File: src/hw/pdp_pkg.sv
/*
 * constants, types and timing tables for the prefix decoder and pipeline timing model.
 * assumes one processor clock and a word-wide prefetch feed.
 */
package pdp_pkg;

    localparam int WORD_W         = 32;
    localparam int NIB_W          = 4;
    localparam int STAGES         = 5;
    localparam int BYTES_PER_WORD = 4;
    localparam int FETCH_DEPTH    = 4;
    localparam int LAT_W          = 10;
    localparam int STALL_W        = 12;

    localparam logic [3:0] FN_JUMP      = 4'h0;
    localparam logic [3:0] FN_LOCAL_PTR = 4'h1;
    localparam logic [3:0] FN_PFIX      = 4'h2;
    localparam logic [3:0] FN_LOAD_NL   = 4'h3;
    localparam logic [3:0] FN_LDC       = 4'h4;
    localparam logic [3:0] FN_NL_PTR    = 4'h5;
    localparam logic [3:0] FN_NFIX      = 4'h6;
    localparam logic [3:0] FN_LDL       = 4'h7;
    localparam logic [3:0] FN_CALL      = 4'h9;
    localparam logic [3:0] FN_COND      = 4'ha;
    localparam logic [3:0] FN_STL       = 4'hd;
    localparam logic [3:0] FN_STNL      = 4'he;
    localparam logic [3:0] FN_OPR       = 4'hf;

    localparam logic [2:0] STG_LOCAL = 3'h0;
    localparam logic [2:0] STG_ADDR  = 3'h1;
    localparam logic [2:0] STG_READ  = 3'h2;
    localparam logic [2:0] STG_ALU   = 3'h3;
    localparam logic [2:0] STG_STORE = 3'h4;
    localparam logic [2:0] STG_NONE  = 3'h7;

    localparam logic [STALL_W-1:0] PEN_JUMP       = 12'h002;
    localparam logic [STALL_W-1:0] PEN_COND_TAKEN = 12'h004;
    localparam logic [STALL_W-1:0] PEN_LOOP_BACK  = 12'h002;
    localparam logic [STALL_W-1:0] PEN_LOOP_EXIT  = 12'h005;
    localparam logic [STALL_W-1:0] PEN_CALL       = 12'h003;
    localparam logic [STALL_W-1:0] PEN_SUB_EXIT   = 12'h002;
    localparam logic [STALL_W-1:0] PEN_LS_ADDR    = 12'h002;
    localparam logic [STALL_W-1:0] LS_GAP_RELIEF  = 12'h001;
    localparam logic [1:0]         LS_LATE_AGE    = 2'h2;
    localparam logic [LAT_W-1:0]   DENORM_CYCLES  = 10'h002;

    typedef enum logic [1:0] {PDP_OPR_ALU, PDP_OPR_ADDR, PDP_OPR_LOAD, PDP_OPR_PUSH} pdp_opr_kind_t;
    typedef enum logic [1:0] {PDP_JMP_NONE, PDP_JMP_LOOP_BACK, PDP_JMP_LOOP_EXIT, PDP_JMP_SUB_EXIT} pdp_opr_jump_t;
    typedef enum logic [4:0] {
        PDP_ALU_ONE, PDP_ALU_UNCHECKED_PRODUCT, PDP_ALU_CHECKED_TIMES, PDP_ALU_CHECKED_QUOTIENT,
        PDP_ALU_INTEGER_MODULUS, PDP_ALU_LONG_TIMES, PDP_ALU_LONG_QUOTIENT, PDP_ALU_LONG_SHIFT_RIGHT,
        PDP_ALU_LONG_SHIFT_LEFT, PDP_ALU_BYTE_CHECKSUM_STEP, PDP_ALU_WORD_CHECKSUM_STEP, PDP_ALU_FLOAT_SUM,
        PDP_ALU_FLOAT_DIFFERENCE, PDP_ALU_FLOAT_TIMES, PDP_ALU_FLOAT_QUOTIENT, PDP_ALU_FLOAT_ROOT,
        PDP_ALU_FLOAT_REMAINDER, PDP_ALU_FLOAT_RANGE_REDUCE
    } pdp_alu_class_t;

    // {least, most} cycles; dbl selects double precision
    function automatic logic [2*LAT_W-1:0] pdp_latency(input pdp_alu_class_t cls, input logic dbl);
        unique case (cls)
            PDP_ALU_UNCHECKED_PRODUCT, PDP_ALU_CHECKED_TIMES: pdp_latency = {10'd2, 10'd5};
            PDP_ALU_CHECKED_QUOTIENT:   pdp_latency = {10'd5, 10'd12};
            PDP_ALU_INTEGER_MODULUS:    pdp_latency = {10'd6, 10'd13};
            PDP_ALU_LONG_TIMES:         pdp_latency = {10'd3, 10'd6};
            PDP_ALU_LONG_QUOTIENT:      pdp_latency = {10'd15, 10'd15};
            PDP_ALU_LONG_SHIFT_RIGHT, PDP_ALU_LONG_SHIFT_LEFT: pdp_latency = {10'd2, 10'd2};
            PDP_ALU_BYTE_CHECKSUM_STEP: pdp_latency = {10'd4, 10'd4};
            PDP_ALU_WORD_CHECKSUM_STEP: pdp_latency = {10'd16, 10'd16};
            PDP_ALU_FLOAT_SUM, PDP_ALU_FLOAT_DIFFERENCE: pdp_latency = {10'd2, 10'd2};
            PDP_ALU_FLOAT_TIMES:        pdp_latency = dbl ? {10'd3, 10'd3} : {10'd2, 10'd2};
            PDP_ALU_FLOAT_QUOTIENT, PDP_ALU_FLOAT_ROOT: pdp_latency = dbl ? {10'd15, 10'd15} : {10'd8, 10'd8};
            PDP_ALU_FLOAT_REMAINDER:    pdp_latency = dbl ? {10'd5, 10'd529} : {10'd5, 10'd74};
            PDP_ALU_FLOAT_RANGE_REDUCE: pdp_latency = dbl ? {10'd5, 10'd17} : {10'd5, 10'd10};
            default:                    pdp_latency = {10'd1, 10'd1};
        endcase
    endfunction

endpackage

File: src/hw/pdp_decoder.sv
/*
 * byte-instruction decoder with operand prefixing, prefetch word buffer and
 * a cycle-level timing model of the five-stage grouped pipeline.
 * assumes fetch words and group attribute inputs are synchronous to clock;
 * attributes describe the group shown on group_* in the same cycle.
 */
`timescale 1ns/1ps

// Summary of operation
// [RULE1] byte splits into function and data nibbles
// [RULE2] 2 positive prefix, 6 negative, F operate
// [RULE3] data nibble enters operand low bits
// [RULE4] non-prefix instructions clear operand register after
// [RULE5] positive prefix inserts nibble, shifts left four
// [RULE6] negative prefix inserts, complements, then shifts
// [RULE7] chains reach full width; one prefix spans -256..255
// [RULE8] operate uses operand as stack operation code
// [RULE9] five stages: local, address, read, alu, store
// [RULE10] prefixes merge with their instruction into groups
// [RULE11] unstalled groups complete one per cycle
// [RULE12] alu and fpu default to one cycle
// [RULE13] integer long-operation latencies from table
// [RULE14] floating latencies per precision from table
// [RULE15] denormal adds two cycles, except remainder result
// [RULE16] stack conflict stalls produce minus consume stage
// [RULE17] per-instruction produce and consume stages
// [RULE18] load after pending store waits at use
// [RULE19] stage three use free, stage one two
// [RULE20] load one cycle later: penalty one less
// [RULE21] jump refill penalties per jump kind
// [RULE22] cache miss adds memory-dependent refill cycles
// [RULE23] word fetch delivers four bytes to buffer
// [RULE24] jump discards prefetch buffer and refetches
// [RULE25] operand register 32 bits, overflow discarded
module pdp_decoder #(
    parameter int DEPTH = pdp_pkg::FETCH_DEPTH
) (
    // clock and reset
    input  wire logic                       clock,
    input  wire logic                       reset_n,
    // prefetch fill
    input  wire logic                       fetch_valid,
    input  wire logic [31:0]                fetch_word,
    output logic                            fetch_ready,
    output logic                            fetch_redirect,
    // group issue
    output logic                            group_valid,
    output logic [3:0]                      group_func,
    output logic [31:0]                     group_operand,
    // group attributes, sampled while group_valid
    input  wire pdp_pkg::pdp_opr_kind_t     opr_kind,
    input  wire pdp_pkg::pdp_opr_jump_t     opr_jump,
    input  wire pdp_pkg::pdp_alu_class_t    alu_class,
    input  wire logic                       alu_double,
    input  wire logic [9:0]                 alu_data_cycles,
    input  wire logic [1:0]                 denorm_operands,
    input  wire logic                       denorm_result,
    input  wire logic                       cond_taken,
    input  wire logic                       load_hits_store,
    input  wire logic [7:0]                 miss_cycles,
    // status
    output logic [4:0]                      stage_busy,
    output logic                            decode_stall
);

    localparam int AW = $clog2(DEPTH);

    logic [31:0]                mem [DEPTH];
    logic [AW-1:0]              wr_ptr_q, wr_ptr_d, rd_ptr_q, rd_ptr_d;
    logic [AW:0]                count_q, count_d;
    logic [1:0]                 byte_sel_q, byte_sel_d;
    logic [31:0]                oreg_q, oreg_d;
    logic                       grp_v_q, grp_v_d;
    logic [3:0]                 grp_f_q, grp_f_d;
    logic [31:0]                grp_op_q, grp_op_d;
    logic [pdp_pkg::STALL_W-1:0] stall_q, stall_d;
    logic [2:0]                 prev_prod_q, prev_prod_d;
    logic [1:0]                 store_age_q, store_age_d;
    logic [4:0]                 stage_q, stage_d;
    logic                       redir_q, redir_d;

    logic [7:0]                 cur_byte;
    logic [3:0]                 cur_func, cur_data;
    logic [31:0]                operand_now;
    logic                       is_prefix, dec_go, push, pop, jump_now;
    logic [2:0]                 cons_stg, prod_stg;
    logic [pdp_pkg::STALL_W-1:0] stack_pen, ls_pen, alu_pen, jump_pen;

    // consumed stage of a group
    function automatic logic [2:0] cons_stage(input logic [3:0] f, input pdp_pkg::pdp_opr_kind_t k);
        unique case (f)
            pdp_pkg::FN_LOAD_NL, pdp_pkg::FN_NL_PTR: cons_stage = pdp_pkg::STG_ADDR;
            pdp_pkg::FN_COND, pdp_pkg::FN_STL, pdp_pkg::FN_STNL: cons_stage = pdp_pkg::STG_STORE;
            pdp_pkg::FN_OPR: cons_stage = (k == pdp_pkg::PDP_OPR_ALU) ? pdp_pkg::STG_ALU :
                                          (k == pdp_pkg::PDP_OPR_PUSH) ? pdp_pkg::STG_NONE : pdp_pkg::STG_ADDR;
            default: cons_stage = pdp_pkg::STG_NONE;
        endcase
    endfunction

    // produced stage of a group
    function automatic logic [2:0] prod_stage(input logic [3:0] f, input pdp_pkg::pdp_opr_kind_t k);
        unique case (f)
            pdp_pkg::FN_LDC, pdp_pkg::FN_LDL, pdp_pkg::FN_LOCAL_PTR: prod_stage = pdp_pkg::STG_LOCAL;
            pdp_pkg::FN_NL_PTR: prod_stage = pdp_pkg::STG_ADDR;
            pdp_pkg::FN_LOAD_NL: prod_stage = pdp_pkg::STG_READ;
            pdp_pkg::FN_OPR: unique case (k)
                pdp_pkg::PDP_OPR_ALU:  prod_stage = pdp_pkg::STG_ALU;
                pdp_pkg::PDP_OPR_ADDR: prod_stage = pdp_pkg::STG_ADDR;
                pdp_pkg::PDP_OPR_LOAD: prod_stage = pdp_pkg::STG_READ;
                pdp_pkg::PDP_OPR_PUSH: prod_stage = pdp_pkg::STG_LOCAL;
            endcase
            default: prod_stage = pdp_pkg::STG_NONE;
        endcase
    endfunction

    // alu latency with data dependent clamp and denormal overhead
    function automatic logic [pdp_pkg::STALL_W-1:0] alu_extra(input pdp_pkg::pdp_alu_class_t c, input logic dbl,
            input logic [9:0] dc, input logic [1:0] dn_op, input logic dn_res);
        logic [2*pdp_pkg::LAT_W-1:0] mm;
        logic [9:0]                  lat;
        logic [1:0]                  dn_res_cnt;
        mm = pdp_pkg::pdp_latency(c, dbl);
        lat = (dc < mm[19:10]) ? mm[19:10] : (dc > mm[9:0]) ? mm[9:0] : dc;
        dn_res_cnt = {1'b0, dn_res && (c != pdp_pkg::PDP_ALU_FLOAT_REMAINDER)};
        alu_extra = STALL_W_CAST(lat) - 12'h001 + STALL_W_CAST(pdp_pkg::DENORM_CYCLES * 10'(dn_op + dn_res_cnt));
    endfunction

    function automatic logic [pdp_pkg::STALL_W-1:0] STALL_W_CAST(input logic [9:0] v);
        STALL_W_CAST = {2'b00, v};
    endfunction

    // word in, four bytes out, lowest byte first
    always_ff @(posedge clock) begin
        if (push) begin
            mem[wr_ptr_q] <= fetch_word; // [RULE23]
        end
    end

    assign cur_byte    = mem[rd_ptr_q][8*byte_sel_q +: 8];
    assign cur_func    = cur_byte[7:4]; // [RULE1]
    assign cur_data    = cur_byte[3:0];
    assign operand_now = {oreg_q[31:4], cur_data}; // [RULE3]
    assign is_prefix   = (cur_func == pdp_pkg::FN_PFIX) || (cur_func == pdp_pkg::FN_NFIX); // [RULE2]

    // the jump is known only while its group is shown, so decode holds that cycle
    always_comb begin
        jump_now = 1'b0;
        if (grp_v_q) begin
            unique case (grp_f_q)
                pdp_pkg::FN_JUMP, pdp_pkg::FN_CALL: jump_now = 1'b1;
                pdp_pkg::FN_COND: jump_now = cond_taken;
                pdp_pkg::FN_OPR:  jump_now = (opr_jump != pdp_pkg::PDP_JMP_NONE);
                default:          jump_now = 1'b0;
            endcase
        end
    end

    assign fetch_ready = (count_q < (AW+1)'(DEPTH)) && !jump_now;
    assign push        = fetch_valid && fetch_ready;
    assign dec_go      = (count_q != '0) && (stall_q == '0) && !jump_now; // [RULE11]
    assign pop         = dec_go && (byte_sel_q == 2'h3);

    // timing model terms for the group on show
    always_comb begin
        cons_stg = cons_stage(grp_f_q, opr_kind); // [RULE17]
        prod_stg = prod_stage(grp_f_q, opr_kind);
        stack_pen = '0;
        if (prev_prod_q != pdp_pkg::STG_NONE && cons_stg != pdp_pkg::STG_NONE && prev_prod_q > cons_stg) begin
            stack_pen = 12'(prev_prod_q - cons_stg); // [RULE16]
        end
        ls_pen = '0;
        if (load_hits_store && store_age_q != '0 && store_age_q != 2'h3
                && cons_stg == pdp_pkg::STG_ADDR) begin // [RULE18]
            ls_pen = pdp_pkg::PEN_LS_ADDR; // [RULE19]
            if (store_age_q == pdp_pkg::LS_LATE_AGE) begin
                ls_pen = pdp_pkg::PEN_LS_ADDR - pdp_pkg::LS_GAP_RELIEF; // [RULE20]
            end
        end
        alu_pen = '0;
        if (grp_f_q == pdp_pkg::FN_OPR && opr_kind == pdp_pkg::PDP_OPR_ALU) begin // [RULE8]
            // [RULE12] [RULE13] [RULE14] [RULE15]
            alu_pen = alu_extra(alu_class, alu_double, alu_data_cycles, denorm_operands, denorm_result);
        end
        jump_pen = '0;
        unique case (grp_f_q)
            pdp_pkg::FN_JUMP: jump_pen = pdp_pkg::PEN_JUMP; // [RULE21]
            pdp_pkg::FN_CALL: jump_pen = pdp_pkg::PEN_CALL;
            pdp_pkg::FN_COND: jump_pen = cond_taken ? pdp_pkg::PEN_COND_TAKEN : '0;
            pdp_pkg::FN_OPR: unique case (opr_jump)
                pdp_pkg::PDP_JMP_LOOP_BACK: jump_pen = pdp_pkg::PEN_LOOP_BACK;
                pdp_pkg::PDP_JMP_LOOP_EXIT: jump_pen = pdp_pkg::PEN_LOOP_EXIT;
                pdp_pkg::PDP_JMP_SUB_EXIT:  jump_pen = pdp_pkg::PEN_SUB_EXIT;
                pdp_pkg::PDP_JMP_NONE:      jump_pen = '0;
            endcase
            default: jump_pen = '0;
        endcase
        if (jump_now) begin
            jump_pen = jump_pen + {4'h0, miss_cycles}; // [RULE22]
        end
    end

    always_comb begin
        wr_ptr_d    = wr_ptr_q;
        rd_ptr_d    = rd_ptr_q;
        count_d     = count_q;
        byte_sel_d  = byte_sel_q;
        oreg_d      = oreg_q;
        grp_v_d     = 1'b0;
        grp_f_d     = grp_f_q;
        grp_op_d    = grp_op_q;
        stall_d     = (stall_q != '0) ? stall_q - 12'h001 : '0;
        prev_prod_d = prev_prod_q;
        store_age_d = (store_age_q != '0 && store_age_q != 2'h3) ? store_age_q + 2'h1 : store_age_q;
        stage_d     = {stage_q[3:0], grp_v_q && stall_q == '0}; // [RULE9]
        redir_d     = jump_now;
        if (grp_v_q) begin
            stall_d     = stall_d + ((stack_pen > ls_pen) ? stack_pen : ls_pen) + alu_pen + jump_pen;
            prev_prod_d = prod_stg;
            if (grp_f_q == pdp_pkg::FN_STL || grp_f_q == pdp_pkg::FN_STNL) begin
                store_age_d = 2'h1;
            end
        end
        if (dec_go) begin
            byte_sel_d = byte_sel_q + 2'h1;
            unique case (cur_func)
                pdp_pkg::FN_PFIX: oreg_d = {operand_now[27:0], 4'h0}; // [RULE5] [RULE25] [RULE7]
                pdp_pkg::FN_NFIX: oreg_d = {~operand_now[27:0], 4'h0}; // [RULE6]
                default: begin
                    oreg_d   = '0; // [RULE4]
                    grp_v_d  = 1'b1; // [RULE10]
                    grp_f_d  = cur_func;
                    grp_op_d = operand_now;
                end
            endcase
        end
        if (pop) begin
            rd_ptr_d = rd_ptr_q + AW'(1);
        end
        if (push) begin
            wr_ptr_d = wr_ptr_q + AW'(1);
        end
        count_d = count_q + (AW+1)'(push) - (AW+1)'(pop);
        if (jump_now) begin
            // bytes buffered behind a jump are dropped, but a word accepted while fetch_redirect is high is kept and decodes
            wr_ptr_d   = '0; // [RULE24]
            rd_ptr_d   = '0;
            count_d    = '0;
            byte_sel_d = '0;
        end
    end

    always_ff @(posedge clock or negedge reset_n) begin
        if (!reset_n) begin
            wr_ptr_q    <= '0;
            rd_ptr_q    <= '0;
            count_q     <= '0;
            byte_sel_q  <= '0;
            oreg_q      <= '0;
            grp_v_q     <= 1'b0;
            grp_f_q     <= '0;
            grp_op_q    <= '0;
            stall_q     <= '0;
            prev_prod_q <= pdp_pkg::STG_NONE;
            store_age_q <= '0;
            stage_q     <= '0;
            redir_q     <= 1'b0;
        end else begin
            wr_ptr_q    <= wr_ptr_d;
            rd_ptr_q    <= rd_ptr_d;
            count_q     <= count_d;
            byte_sel_q  <= byte_sel_d;
            oreg_q      <= oreg_d;
            grp_v_q     <= grp_v_d;
            grp_f_q     <= grp_f_d;
            grp_op_q    <= grp_op_d;
            stall_q     <= stall_d;
            prev_prod_q <= prev_prod_d;
            store_age_q <= store_age_d;
            stage_q     <= stage_d;
            redir_q     <= redir_d;
        end
    end

    assign group_valid    = grp_v_q;
    assign group_func     = grp_f_q;
    assign group_operand  = grp_op_q;
    assign fetch_redirect = redir_q;
    assign stage_busy     = stage_q;
    assign decode_stall   = (stall_q != '0);
endmodule

File: config.mk
export PLATFORM = sky130hd
export DESIGN_NAME = pdp_decoder
export DESIGN_NICKNAME = d
export VERILOG_FILES = /design/src/hw/pdp_pkg.sv /design/src/hw/pdp_decoder.sv
export SDC_FILE = /design/constraint.sdc
export NUM_CORES = 1
export LEC_CHECK = 0
export ABC_AREA = 0
export CORE_MARGIN = 5
export CORE_UTILIZATION = 58
export CTS_BUF_LIST = sky130_fd_sc_hd__clkbuf_16
export CTS_CLUSTER_SIZE = 10
export DETAILED_ROUTE_END_ITERATION = 7
export DONT_BUFFER_PORTS = 1
export PLACE_DENSITY_LB_ADDON = 0.05
export SYNTH_ARGS = -nofsm -noshare
export SYNTH_HDL_FRONTEND = slang
export SYNTH_SLANG_ARGS = --single-unit
File: constraint.sdc
create_clock -name clock -period 5.5 [get_ports clock]
set_clock_uncertainty 0.05 [all_clocks]
set_input_delay 1.1 -clock clock [delete_from_list [all_inputs] [get_ports clock]]
set_output_delay 1.1 -clock clock [all_outputs]
set_load 0.01 [all_outputs]
Word-level counts from Yosys, hierarchy flattened --
Memories as Yosys holds them, arrays and structs flattened. Index checks and enable logic that the tools add are counted.
Cells by class: reductions and logical operators 37, multiplexer cells 41, add/sub/neg operators 15, equal/unequal tests 42, magnitude comparators 5, bitwise gates (word level) 2, shifts and indexed selects 1
Operators by type and width (number):
- $pmux 15 s12 | 1
- $mux 12 | 6
- $pmux 32 s2 | 1
- $pmux 12 s4 | 1
- $eq 5x4->1 const B | 8
- $add 12x12->12 | 3
- $pmux 12 s3 | 1
- $shiftx 32x6->8 | 1
- $mux 10 | 3
- $not 28->28 | 1
- $pmux 3 s4 | 2
- $mux 2 | 11
- $eq 4x4->1 const B | 5
- $eq 5x3->1 const B | 4
- $mux 20 | 1
- $eq 4x3->1 const B | 4
- $logic_and 1x1->1 | 14
- $mux 13 | 1
- $add 11x5->12 | 1
- $add 12x8->12 | 1
- $eq 2x2->1 const B | 6
- $gt 12x12->1 | 1
- $logic_not 12->1 | 1
- $mux 3 | 4
- 38 further kinds | 61
Word-level totals: memory bits (writable) 128, logic and storage cells 157, memories kept 1, register bits after elaboration 101
Memories:
- mem | words 4, width 32, read ports 1, clocked after Yosys merged registers in 0, write ports 1, line pdp_decoder.sv:68 | logic [31:0] mem [DEPTH];

Longest topological paths before layout --
Gate-level depths: netlist of run 1.
word-level depth 14, gate-level depth with buffers 37, gate-level depth less buffers 34

Worst setup path before layout of run 1 --
Ideal clock, no wire load.
path kind input-to-reg, start input alu_class[1], end register stall_q[11] (netlist bit), slack -3.058 ns, stages 33, required time 5.312 ns, buffers on the path 2, data arrival time 8.371 ns, cell sequence buf_2 > nor4b_1 > nor2b_1 > and2_1 > inv_1 > ha_1 > or4_4 > a21oi_2 > a31oi_2 > nand2_1 > clkbuf_1 > o21ai_0 > a21oi_1 > ha_1 > xor2_1 > ha_1 > a21o_1 > a21oi_1 > inv_1 > o211ai_2 > nor2_2 > or3b_1 > and4_1 > fa_1 > fa_1 > ha_1 > or3_1 > a311oi_1 > o41ai_1 > xnor2_1 > o221ai_1 > a311oi_1 > nand4b_1
Between the ends: cells in the longest elaborated chain, start to end 13, elaborated cells on any way between the ends 35
RTL lines:
- start: declaration | line pdp_decoder.sv:53 | input wire pdp_pkg::pdp_alu_class_t alu_class,
- $eq 5x4->1 (tied with other cells) | line pdp_pkg.sv:59 | unique case (cls)
- $reduce_or 4->1 (no line) / $reduce_or 2->1 (equally long branches)
- $pmux 15 s12 | line pdp_pkg.sv:59
- $mux 20 | line pdp_decoder.sv:180 | if (grp_f_q == pdp_pkg::FN_OPR && opr_kind == pdp_pkg::PDP_OPR_ALU) begin
- $gt 10x10->1 | line pdp_decoder.sv:123 | lat = (dc < mm[19:10]) ? mm[19:10] : (dc > mm[9:0]) ? mm[9:0] : dc;
- $mux 10 (2 in a row) | line pdp_decoder.sv:123
- $sub 10x1->11 | line pdp_decoder.sv:125 | alu_extra = STALL_W_CAST(lat) - 12'h001 + STALL_W_CAST(pdp_pkg::DENORM_CYCLES * 10'(dn_op + dn_res_cnt));
- $add 11x5->12 (*) | line pdp_decoder.sv:125
- $mux 12 (*) | line pdp_decoder.sv:180
- $add 12x12->12 (*) (2 in a row) | line pdp_decoder.sv:217 | stall_d = stall_d + ((stack_pen > ls_pen) ? stack_pen : ls_pen) + alu_pen + jump_pen;
- $mux 12 (*) | line pdp_decoder.sv:216 | if (grp_v_q) begin
- named net stall_d (one bit) | line pdp_decoder.sv:76 | logic [pdp_pkg::STALL_W-1:0] stall_q, stall_d;
- end signal: assignment | line pdp_decoder.sv:276 | stall_q <= stall_d;
- end: declaration | line pdp_decoder.sv:76
Mark *: on every way through the listed nets, which the timed path passes. The rest lies on a longest branch. The select of a mux whose other input is x is not followed. A chain may end at the register's enable or synchronous reset.

Worst setup path after layout of run 1 --
start input alu_class[3], end register stall_q[11] (netlist bit)
The elaborated chain is that of the path after synthesis.

==> results.toml, run 1 <==
[worst_setup_path]
path_buf_inv = 2
arrival_ns = 7.43
cp_slowest_cell = "fa_1"
reg2reg_depth = 31
r2r_setup_slack_ns = -0.49
worstPathMaxFanout = 16
crit_type = "input port to flip-flop"
worstPathRequired_ns = 5.85
cpPeakStageDelay_ns = 0.52
cp-start-kind = "input port"
r2r_start = "group_func[0]"
r2r-end = "stall_q[11]"
cp_top_family = "simple AND/OR/NAND/NOR gates"
cp-end-kind = "flip-flop"

[route]
vias_per_cell = 5.68
drtAntennaViolNets = 0
drt_iter0_markers = 452
wl_um = 27100
drc = 0
wl_per_cell_um = 19.1
vias = 8042
dr.pass1.iters = 5

[synth]
synth_seq_cells = 225
synth_flop_cell = "edfxtp_1"
avgSynthCellArea_um2 = 12.3
synth_top_area_cell = "edfxtp_1"
synth_edf_count = 128
synth.area.top_cells = "edfxtp_1 (31%), dfrtp_1 (19%), mux4_2 (7.2%), ha_1 (5.6%), fa_1 (4.0%)"
synth_cell_type_count = 79
async_reset_ff_frac = 0.431
syn-num-nets = 1162
yosysWarningCount = 0
syn_area_mm2 = 0.0125
ys_seq_area_frac = 0.502
syn-instance-count = 1013
synth_top_area_share = 0.307

[place]
hpwl_um = 18800
numPortBuffers = 0
gp_congestion = 0.847
dpl_cell_area_mm2 = 0.0138

[timing]
fin_crit_sh = 1.29
fmax_ghz = 0.141
rsz0062_at_grt = "yes"
post-route-min-period_ns = 7.08
drv_slew = 0
final-hold-violation-count = 0
tightest_slew_ns = 0.954
hold_ws_ns = 0.226
worst_slack_ns = -1.58
maxSlewHeadroom = 0.362
final.setup.tns_ns = -7.83
finalSetupViolations = 10

[clocking]
clk_pin_slew_ns = 0.06
cts_buffer_depth = 3
numCtsBuffers = 26
cts_tree = "yes"
htreeDepth = 1
cts.sinks = 225
cts_root_buffer = "clkbuf_16"
clk_latency_ns = 0.53
postCtsHoldBufs = 0

[power]
total_power_uw = 3530
leakagePower_uw = 0.00602
power.internal_uw = 2780
pwr-share-clk = 0.421
p_comb_frac = 0.072
ir_worst_vdd_uv = 292
p_sw_frac = 0.214
pwr_density_cell_mw_per_mm2 = 238
net-switching-power_uw = 755
seq_power_share = 0.507

[run]
drv_cap = 0

[global_routing]
overflow = 0
antenna_found_initial = 0
grtUsageTotal = 0.225
grt_pass1_wl_um = 44300
grt_start_max_net_pins = 98
grt_pass1_vias = 8440

[floorplanning]
die_h_um = 157
die_area_mm2 = 0.0246
rows = 53
initial_core_util = 0.591
io_pins = 113
die_width_um = 157
design.core.area_mm2 = 0.0212

[cells_and_area]
postLayoutCellArea_mm2 = 0.0149
layout.nets = 1275
diodes = 0
area_growth_pct = 18.7
layout-drive-gt1-share = 0.300

[outcome]
violations = "negative setup slack"
status = "complete, but fails checks"

[min_path]
hp-class = "input port to async pin"
power by group through the flow:
stage | Sequential (uW) | Clock, uW | Combinational (uW)
after floorplan | 1820 | 0 | 147
after global placement | 1820 | 0 | 219
after detailed placement | 1820 | 0 | 221
after CTS | 1790 | 1520 | 241
after global routing | 1790 | 1610 | 278
final | 1790 | 1490 | 253
registers in the layout, summed over array words and instances (netlist names):
register	count
byte_sel_q	2
count_q	3
fetch_redirect	1
group_func	4
group_operand	32
group_valid	1
mem	128
oreg_q	28
prev_prod_q	3
rd_ptr_q	2
stage_busy	5
stall_q	12
store_age_q	2
wr_ptr_q	2
what timing repair did:
item,4_1_cts,5_1_grt
cloned,0,0
setup endpoints to repair,10,10
setup buffers,9,3
gates resized for setup,21,29
pin swaps,31,16
how the worst max path moves through the flow:
stage | from | to | depth (start not counted)
5_1_grt | alu_class[3] | stall_q[11] | 32
4_1_cts | alu_class[3] | stall_q[11] | 32
2_1_floorplan | alu_class[1] | stall_q[11] | 33
3_3_place_gp | alu_class[3] | stall_q[11] | 31
6_report | alu_class[3] | stall_q[11] | 32
3_5_place_dp | alu_class[3] | stall_q[11] | 30
cell usage after synthesis (3+ instances only):
cell type	number
o31ai_1	31
nor4b_1	3
mux2i_1	10
nor3_1	20
and2_1	8
nor2b_1	16
nand3_1	20
dfrtp_1	94
xor2_1	17
buf_2	16
nand4b_1	5
and3_1	11
nand2b_1	10
o21ai_0	24
inv_1	64
o21bai_1	6
a211oi_1	4
nand4_1	6
mux4_2	40
mux2_2	42
ha_1	56
fa_1	25
buf_4	6
nor2_1	55
or4_1	3
xnor2_1	56
a21o_1	8
a311oi_1	4
dfstp_2	3
nand2_1	85
o21a_1	4
a21oi_1	33
or3_1	10
a31oi_1	3
nor4_1	3
edfxtp_1	128
clkbuf_1	29
buf_1	4
layout make-up:
class	count	area [um^2]
Fill cell	1541	6300
Timing Repair Buffer	141	1090
Multi-Input combinational cell	667	6160
Clock inverter	17	91.3
Sequential cell	225	6280
Tap cell	275	344
Clock buffer	26	651
Inverter	65	246
through the flow:
stage          setup slack (ns)  instances  utilization
2_1_floorplan             -2.19       1013            -
3_3_place_gp              -2.10       1361        0.653
3_5_place_dp              -2.25       1361        0.653
4_1_cts                   -1.56       1413        0.695
5_1_grt                   -1.95       1416        0.702
6_report                  -1.58       1416        0.702
cell families after synthesis:
group | share of synthesized area
flip-flops | 0.502
buffers and inverters | 0.0403
AND/OR/NAND/NOR | 0.109
multiplexers | 0.118
adder cells (fa/ha/maj) | 0.0960
XOR/XNOR | 0.0511
AO/OA/AOI/OAI | 0.0846
routing by layer:
| metal | vias to the layer above | track usage | part of all wire |
|---|---|---|---|
| met4 | 0 | 0.0413 | 0.016 |
| met3 | 31 | 0.0467 | 0.054 |
| met2 | 171 | 0.381 | 0.49 |
| met5 | - | 0 | 0 |
| met1 | 3944 | 0.308 | 0.44 |
| li1 | 3896 | - | - |
cells in the final DEF, fill, tap and decap left out, types with 39 or more instances in the layout:
cell / instances
dfrtp_1: 93
mux2_2: 39
ha_1: 46
buf_4: 133
nand2_1: 82
inv_1: 68
mux4_2: 40
xnor2_1: 50
edfxtp_1: 128
nor2_1: 50
Note: power is estimated with default switching activity, not from simulation.
==> run 2, diff against run 1 <==
--- a/config.mk
+++ b/config.mk
@@ -13,6 +13,7 @@
 export DETAILED_ROUTE_END_ITERATION = 7
 export DONT_BUFFER_PORTS = 1
 export PLACE_DENSITY_LB_ADDON = 0.05
+export SKIP_LAST_GASP = 1
 export SYNTH_ARGS = -nofsm -noshare
 export SYNTH_HDL_FRONTEND = slang
 export SYNTH_SLANG_ARGS = --single-unit
==> run 2 against run 1 <==
Compared with the run above: the flow still finishes with violations (negative setup slack); largest cell class unchanged; die area unchanged; power hardly changed; largest power group unchanged; sequential power about the same; routed wire length is 0.12% higher; highest routed layer unchanged; first-iteration DRC count up 9.3%; maximum frequency about the same.
==> results.toml, run 2 (synthesis gave the netlist of run 1 again) <==
[outcome]
status = "complete, but fails checks"
violations = "negative setup slack"

[timing]
worst_slack_ns = -1.57
finalSetupViolations = 10
rsz0062_at_grt = "yes"
final-hold-violation-count = 0
hold_ws_ns = 0.227
fin_crit_sh = 1.29
post-route-min-period_ns = 7.07
maxSlewHeadroom = 0.364
drv_slew = 0
tightest_slew_ns = 0.950
fmax_ghz = 0.141
final.setup.tns_ns = -8.58

[worst_setup_path]
arrival_ns = 7.42
cp-endpoint = "stall_q[11]"
cpPeakStageDelay_ns = 0.52
worstPathMaxFanout = 16
startpoint = "alu_class[3]"
r2r-end = "stall_q[11]"
cp_top_family = "simple AND/OR/NAND/NOR gates"
r2r_start = "group_func[0]"
path_depth = 32
crit_type = "input port to flip-flop"
r2r_setup_slack_ns = -0.48
cp-end-kind = "flip-flop"
worstPathRequired_ns = 5.85
reg2reg_depth = 31
path_buf_inv = 2
cp_slowest_cell = "fa_1"
cp-start-kind = "input port"

[route]
drc = 0
drtAntennaViolNets = 0
wl_per_cell_um = 19.2
wl_um = 27100
drt_iter0_markers = 494
dr.pass1.iters = 5
vias_per_cell = 5.68
vias = 8036

[cells_and_area]
regMostFlops = "mem"
area_growth_pct = 18.6
diodes = 0
layout-drive-gt1-share = 0.294
postLayoutCellArea_mm2 = 0.0148
fillCellCount = 1546
layout_common_cells = "buf_4 (135), edfxtp_1 (128), dfrtp_1 (93)"
final_common_cell = "buf_4"
layout.nets = 1275
largest_reg_flops = 128

[floorplanning]
die_h_um = 157
design.core.area_mm2 = 0.0212
die_area_mm2 = 0.0246
rows = 53
initial_core_util = 0.591
io_pins = 113
die_width_um = 157

[power]
pwr_density_cell_mw_per_mm2 = 238
total_power_uw = 3530
ir_worst_vdd_uv = 292
leakagePower_uw = 0.00601

[clocking]
htreeDepth = 1
clk_latency_ns = 0.53
cts_tree = "yes"
cts_buffer_depth = 3
numCtsBuffers = 26
clk_pin_slew_ns = 0.06
cts.sinks = 225
cts_root_buffer = "clkbuf_16"

[global_routing]
grtUsageTotal = 0.225
overflow = 0
antenna_found_initial = 0
grt_pass1_wl_um = 44300
grt_pass1_vias = 8439
grt_start_max_net_pins = 98

[place]
gp_congestion = 0.847
place_ws_ns = -2.25
hpwl_um = 18800
dpl_cell_area_mm2 = 0.0138
numPortBuffers = 0

[min_path]
hp-class = "input port to async pin"

[run]
drv_cap = 0
==> run 2: cell counts in the layout (fill, tap and decap cells not counted) <==
Identical to the previous run, type by type.
==> run 2: final cells by class <==
type | count | area, um^2 | area share
multi-input cells | 667 | 6150 | 0.414
flip-flops and latches | 225 | 6280 | 0.423
clock inverters | 17 | 91.3 | 0.00616
clock buffers | 26 | 651 | 0.0439
well taps | 275 | 344 | 0.0232
repair buffers | 141 | 1080 | 0.0729
inverters | 65 | 244 | 0.0164
==> run 2: metrics by stage <==
step                      utilization  std cells
after floorplan                     -       1013
after global placement          0.653       1361
after detailed placement        0.653       1361
after CTS                       0.695       1413
after global routing            0.701       1416
final                           0.701       1416
==> run 2: timing repair <==
item,in CTS,in global routing
cloned,0,0
setup endpoints to repair,10,10
hold buffers,0,0
gates resized for setup,20,22
setup buffers,9,3
pin swaps,30,15
==> run 2: worst register-to-register path: cells and delay by family (launching register included) <==
| family | cells | cell delay, ns |
|---|---|---|
| adder cells (fa/ha/maj) | 7 | 2.02 |
| multiplexers | 1 | 0.16 |
| buffers and inverters | 5 | 0.45 |
| AO/OA/AOI/OAI | 9 | 1.29 |
| XOR/XNOR | 1 | 0.18 |
| AND/OR/NAND/NOR | 8 | 1.29 |
| flip-flops | 1 | 0.43 |
==> run 2: worst min path at each step <==
stage	startpoint	end	slack [ns]	depth (start not counted)
2_1_floorplan	stage_busy[0]	stage_busy[1]	0.30	0
6_report	reset_n	stage_busy[4]	0.23	0
3_3_place_gp	stage_busy[2]	stage_busy[3]	0.38	0
5_1_grt	reset_n	stall_q[11]	0.20	0
3_5_place_dp	stage_busy[1]	stage_busy[2]	0.40	0
4_1_cts	reset_n	stall_q[11]	0.20	0
==> run 2: report_power, final <==
group / total [uW] / leakage, uW / internal, uW / switching, uW
logic: 251 / 0.00318 / 136 / 115
clock network: 1490 / 0.000416 / 849 / 638
registers: 1790 / 0.00242 / 1790 / 1.03
==> run 2: layer usage <==
metal  track usage  up-vias  wire, um
met2         0.381      141     13400
met5             0        -         0
met4        0.0413        0       438
li1              -     3896         -
met1         0.308     3969     12000
met3        0.0470       30      1330
==> run 3, diff against run 2 <==
--- a/config.mk
+++ b/config.mk
@@ -13,6 +13,7 @@
 export DETAILED_ROUTE_END_ITERATION = 7
 export DONT_BUFFER_PORTS = 1
 export PLACE_DENSITY_LB_ADDON = 0.05
+export SETUP_SLACK_MARGIN = 0.2
 export SKIP_LAST_GASP = 1
 export SYNTH_ARGS = -nofsm -noshare
 export SYNTH_HDL_FRONTEND = slang
==> run 3 against run 2 <==
Compared with the run above: the flow still finishes with violations (negative setup slack); register-to-register slack improved by 0.21 ns; power decreased by 0.39%; critical path depth unchanged; highest routed layer is now met5; worst setup slack got worse by 0.029 ns; sequential power about the same; sequential cell count unchanged; clock power about the same.
==> results.toml, run 3 (synthesis gave the netlist of run 1 again) <==
[global_routing]
grt_pass1_wl_um = 43600
antenna_found_initial = 2
overflow = 0
grtUsageTotal = 0.221
grt_pass1_vias = 8311
grt_start_max_net_pins = 98

[cells_and_area]
largest_reg_flops = 128
regMostFlops = "mem"
layout-drive-gt1-share = 0.300
regArea_mm2 = 0.00628
final_common_cell = "buf_4"
layout_common_cells = "buf_4 (145), edfxtp_1 (128), dfrtp_1 (93)"
postLayoutCellArea_mm2 = 0.0149
fin_util = 0.704
fillCellCount = 1492
area_growth_pct = 19.0
multiInputGateArea_mm2 = 0.00611
layout.nets = 1285

[floorplanning]
die_h_um = 157
io_pins = 113
initial_core_util = 0.591
design.core.area_mm2 = 0.0212
rows = 53
die_area_mm2 = 0.0246
die_width_um = 157

[worst_setup_path]
worstPathMaxFanout = 16
cp-end-kind = "flip-flop"
cp-start-kind = "input port"
arrival_ns = 7.43
crit_type = "input port to flip-flop"
cp_slowest_cell = "fa_1"
cpPeakStageDelay_ns = 0.51
worstPathRequired_ns = 5.83
path_buf_inv = 2
cp_top_family = "simple AND/OR/NAND/NOR gates"

[clocking]
postCtsHoldBufs = 0
cts.sinks = 225
clk_latency_ns = 0.52
cts_tree = "yes"
clk_pin_slew_ns = 0.06
cts_root_buffer = "clkbuf_16"
cts_buffer_depth = 3
htreeDepth = 1
numCtsBuffers = 26

[place]
hpwl_um = 18800
dpl_cell_area_mm2 = 0.0139
numPortBuffers = 0
gp_congestion = 0.888

[timing]
worst_slack_ns = -1.60
tightest_slew_ns = 1.07
finalSetupViolations = 10
fmax_ghz = 0.141
drv_slew = 0
maxSlewHeadroom = 0.287
hold_ws_ns = 0.224
rsz0062_at_grt = "yes"
fin_crit_sh = 1.29
post-route-min-period_ns = 7.10
final-hold-violation-count = 0

[route]
vias = 8153
drt_iter0_markers = 436
vias_per_cell = 5.69
wl_um = 26800
dr.pass1.iters = 5
drtAntennaViolNets = 0
drc = 0
wl_per_cell_um = 18.7

[power]
pwr_density_cell_mw_per_mm2 = 236
leakagePower_uw = 0.00606
ir_worst_vdd_uv = 239

[min_path]
hp-class = "input port to async pin"

[outcome]
status = "complete, but fails checks"
violations = "negative setup slack"

[run]
drv_cap = 0
==> run 3: changes by cell type in the layout (fill, tap and decap cells not counted), sizes merged <==
cell,before,now
clkinv,3,4
inv,79,83
buf,141,151
diode,0,1
==> run 3: metrics by stage <==
step | std cells | worst slack [ns] | setup TNS (ns) | power, uW
after floorplan | 1013 | -2.19 | -12.88 | 1970
after global placement | 1372 | -2.15 | -13.85 | 2050
after detailed placement | 1372 | -2.28 | -14.65 | 2050
after CTS | 1429 | -1.60 | -8.10 | 3550
after global routing | 1432 | -1.97 | -11.00 | 3660
final | 1432 | -1.60 | -8.58 | 3510
==> run 3: worst register-to-register path, delay by kind of cell (launching register included) <==
kind	cells	cell delay, ns
adders and majority gates	6	1.75
DFF	1	0.44
muxes	1	0.09
xor gates and xnor gates	1	0.28
and+or+nand+nor	5	1.02
buffers and inverters	5	0.33
AOI/OAI and AO/OA	10	1.68
==> run 3: what timing repair did <==
action | in CTS | in global routing
cloned | 0 | 0
setup buffers | 9 | 2
setup endpoints to repair | 10 | 10
hold endpoints to repair | 0 | 0
resized for setup | 22 | 16
pin swaps | 25 | 5
==> run 3: final timing paths <==
kind                                from              to  slack, ns  cells after the start
max                         alu_class[3]     stall_q[11]      -1.60                     32
min                              reset_n  store_age_q[0]       0.22                      0
max reg2reg                group_func[3]     stall_q[11]      -0.27                     28
min reg2reg                stage_busy[3]   stage_busy[4]       0.40                      0
max in group asynchronous        reset_n  prev_prod_q[0]       4.93                      0
min in group clock         stage_busy[3]   stage_busy[4]       0.40                      0
==> run 3: cell type report <==
| cell class | count | area share |
|---|---|---|
| Sequential cell | 225 | 0.422 |
| Multi-Input combinational cell | 667 | 0.411 |
| Timing Repair Buffer | 151 | 0.0777 |
| Clock buffer | 26 | 0.0437 |
| Tap cell | 275 | 0.0231 |
| Inverter | 65 | 0.0164 |
| Clock inverter | 22 | 0.00647 |
| Antenna cell | 1 | 0.000168 |
==> run 3: metal layers <==
metal / vias to the layer above / share of wire / track usage
met5: - / 0.00026 / 0
met4: 2 / 0.010 / 0.0322
met3: 26 / 0.068 / 0.0553
met2: 185 / 0.49 / 0.374
met1: 4014 / 0.43 / 0.299
li1: 3926 / - / -
==> run 3: where the power goes <==
part           total (uW)  switching [uW]  internal [uW]
Clock                1470             623            849
Combinational         251             113            138
Sequential           1790            1.05           1790
Total                3510             737           2780
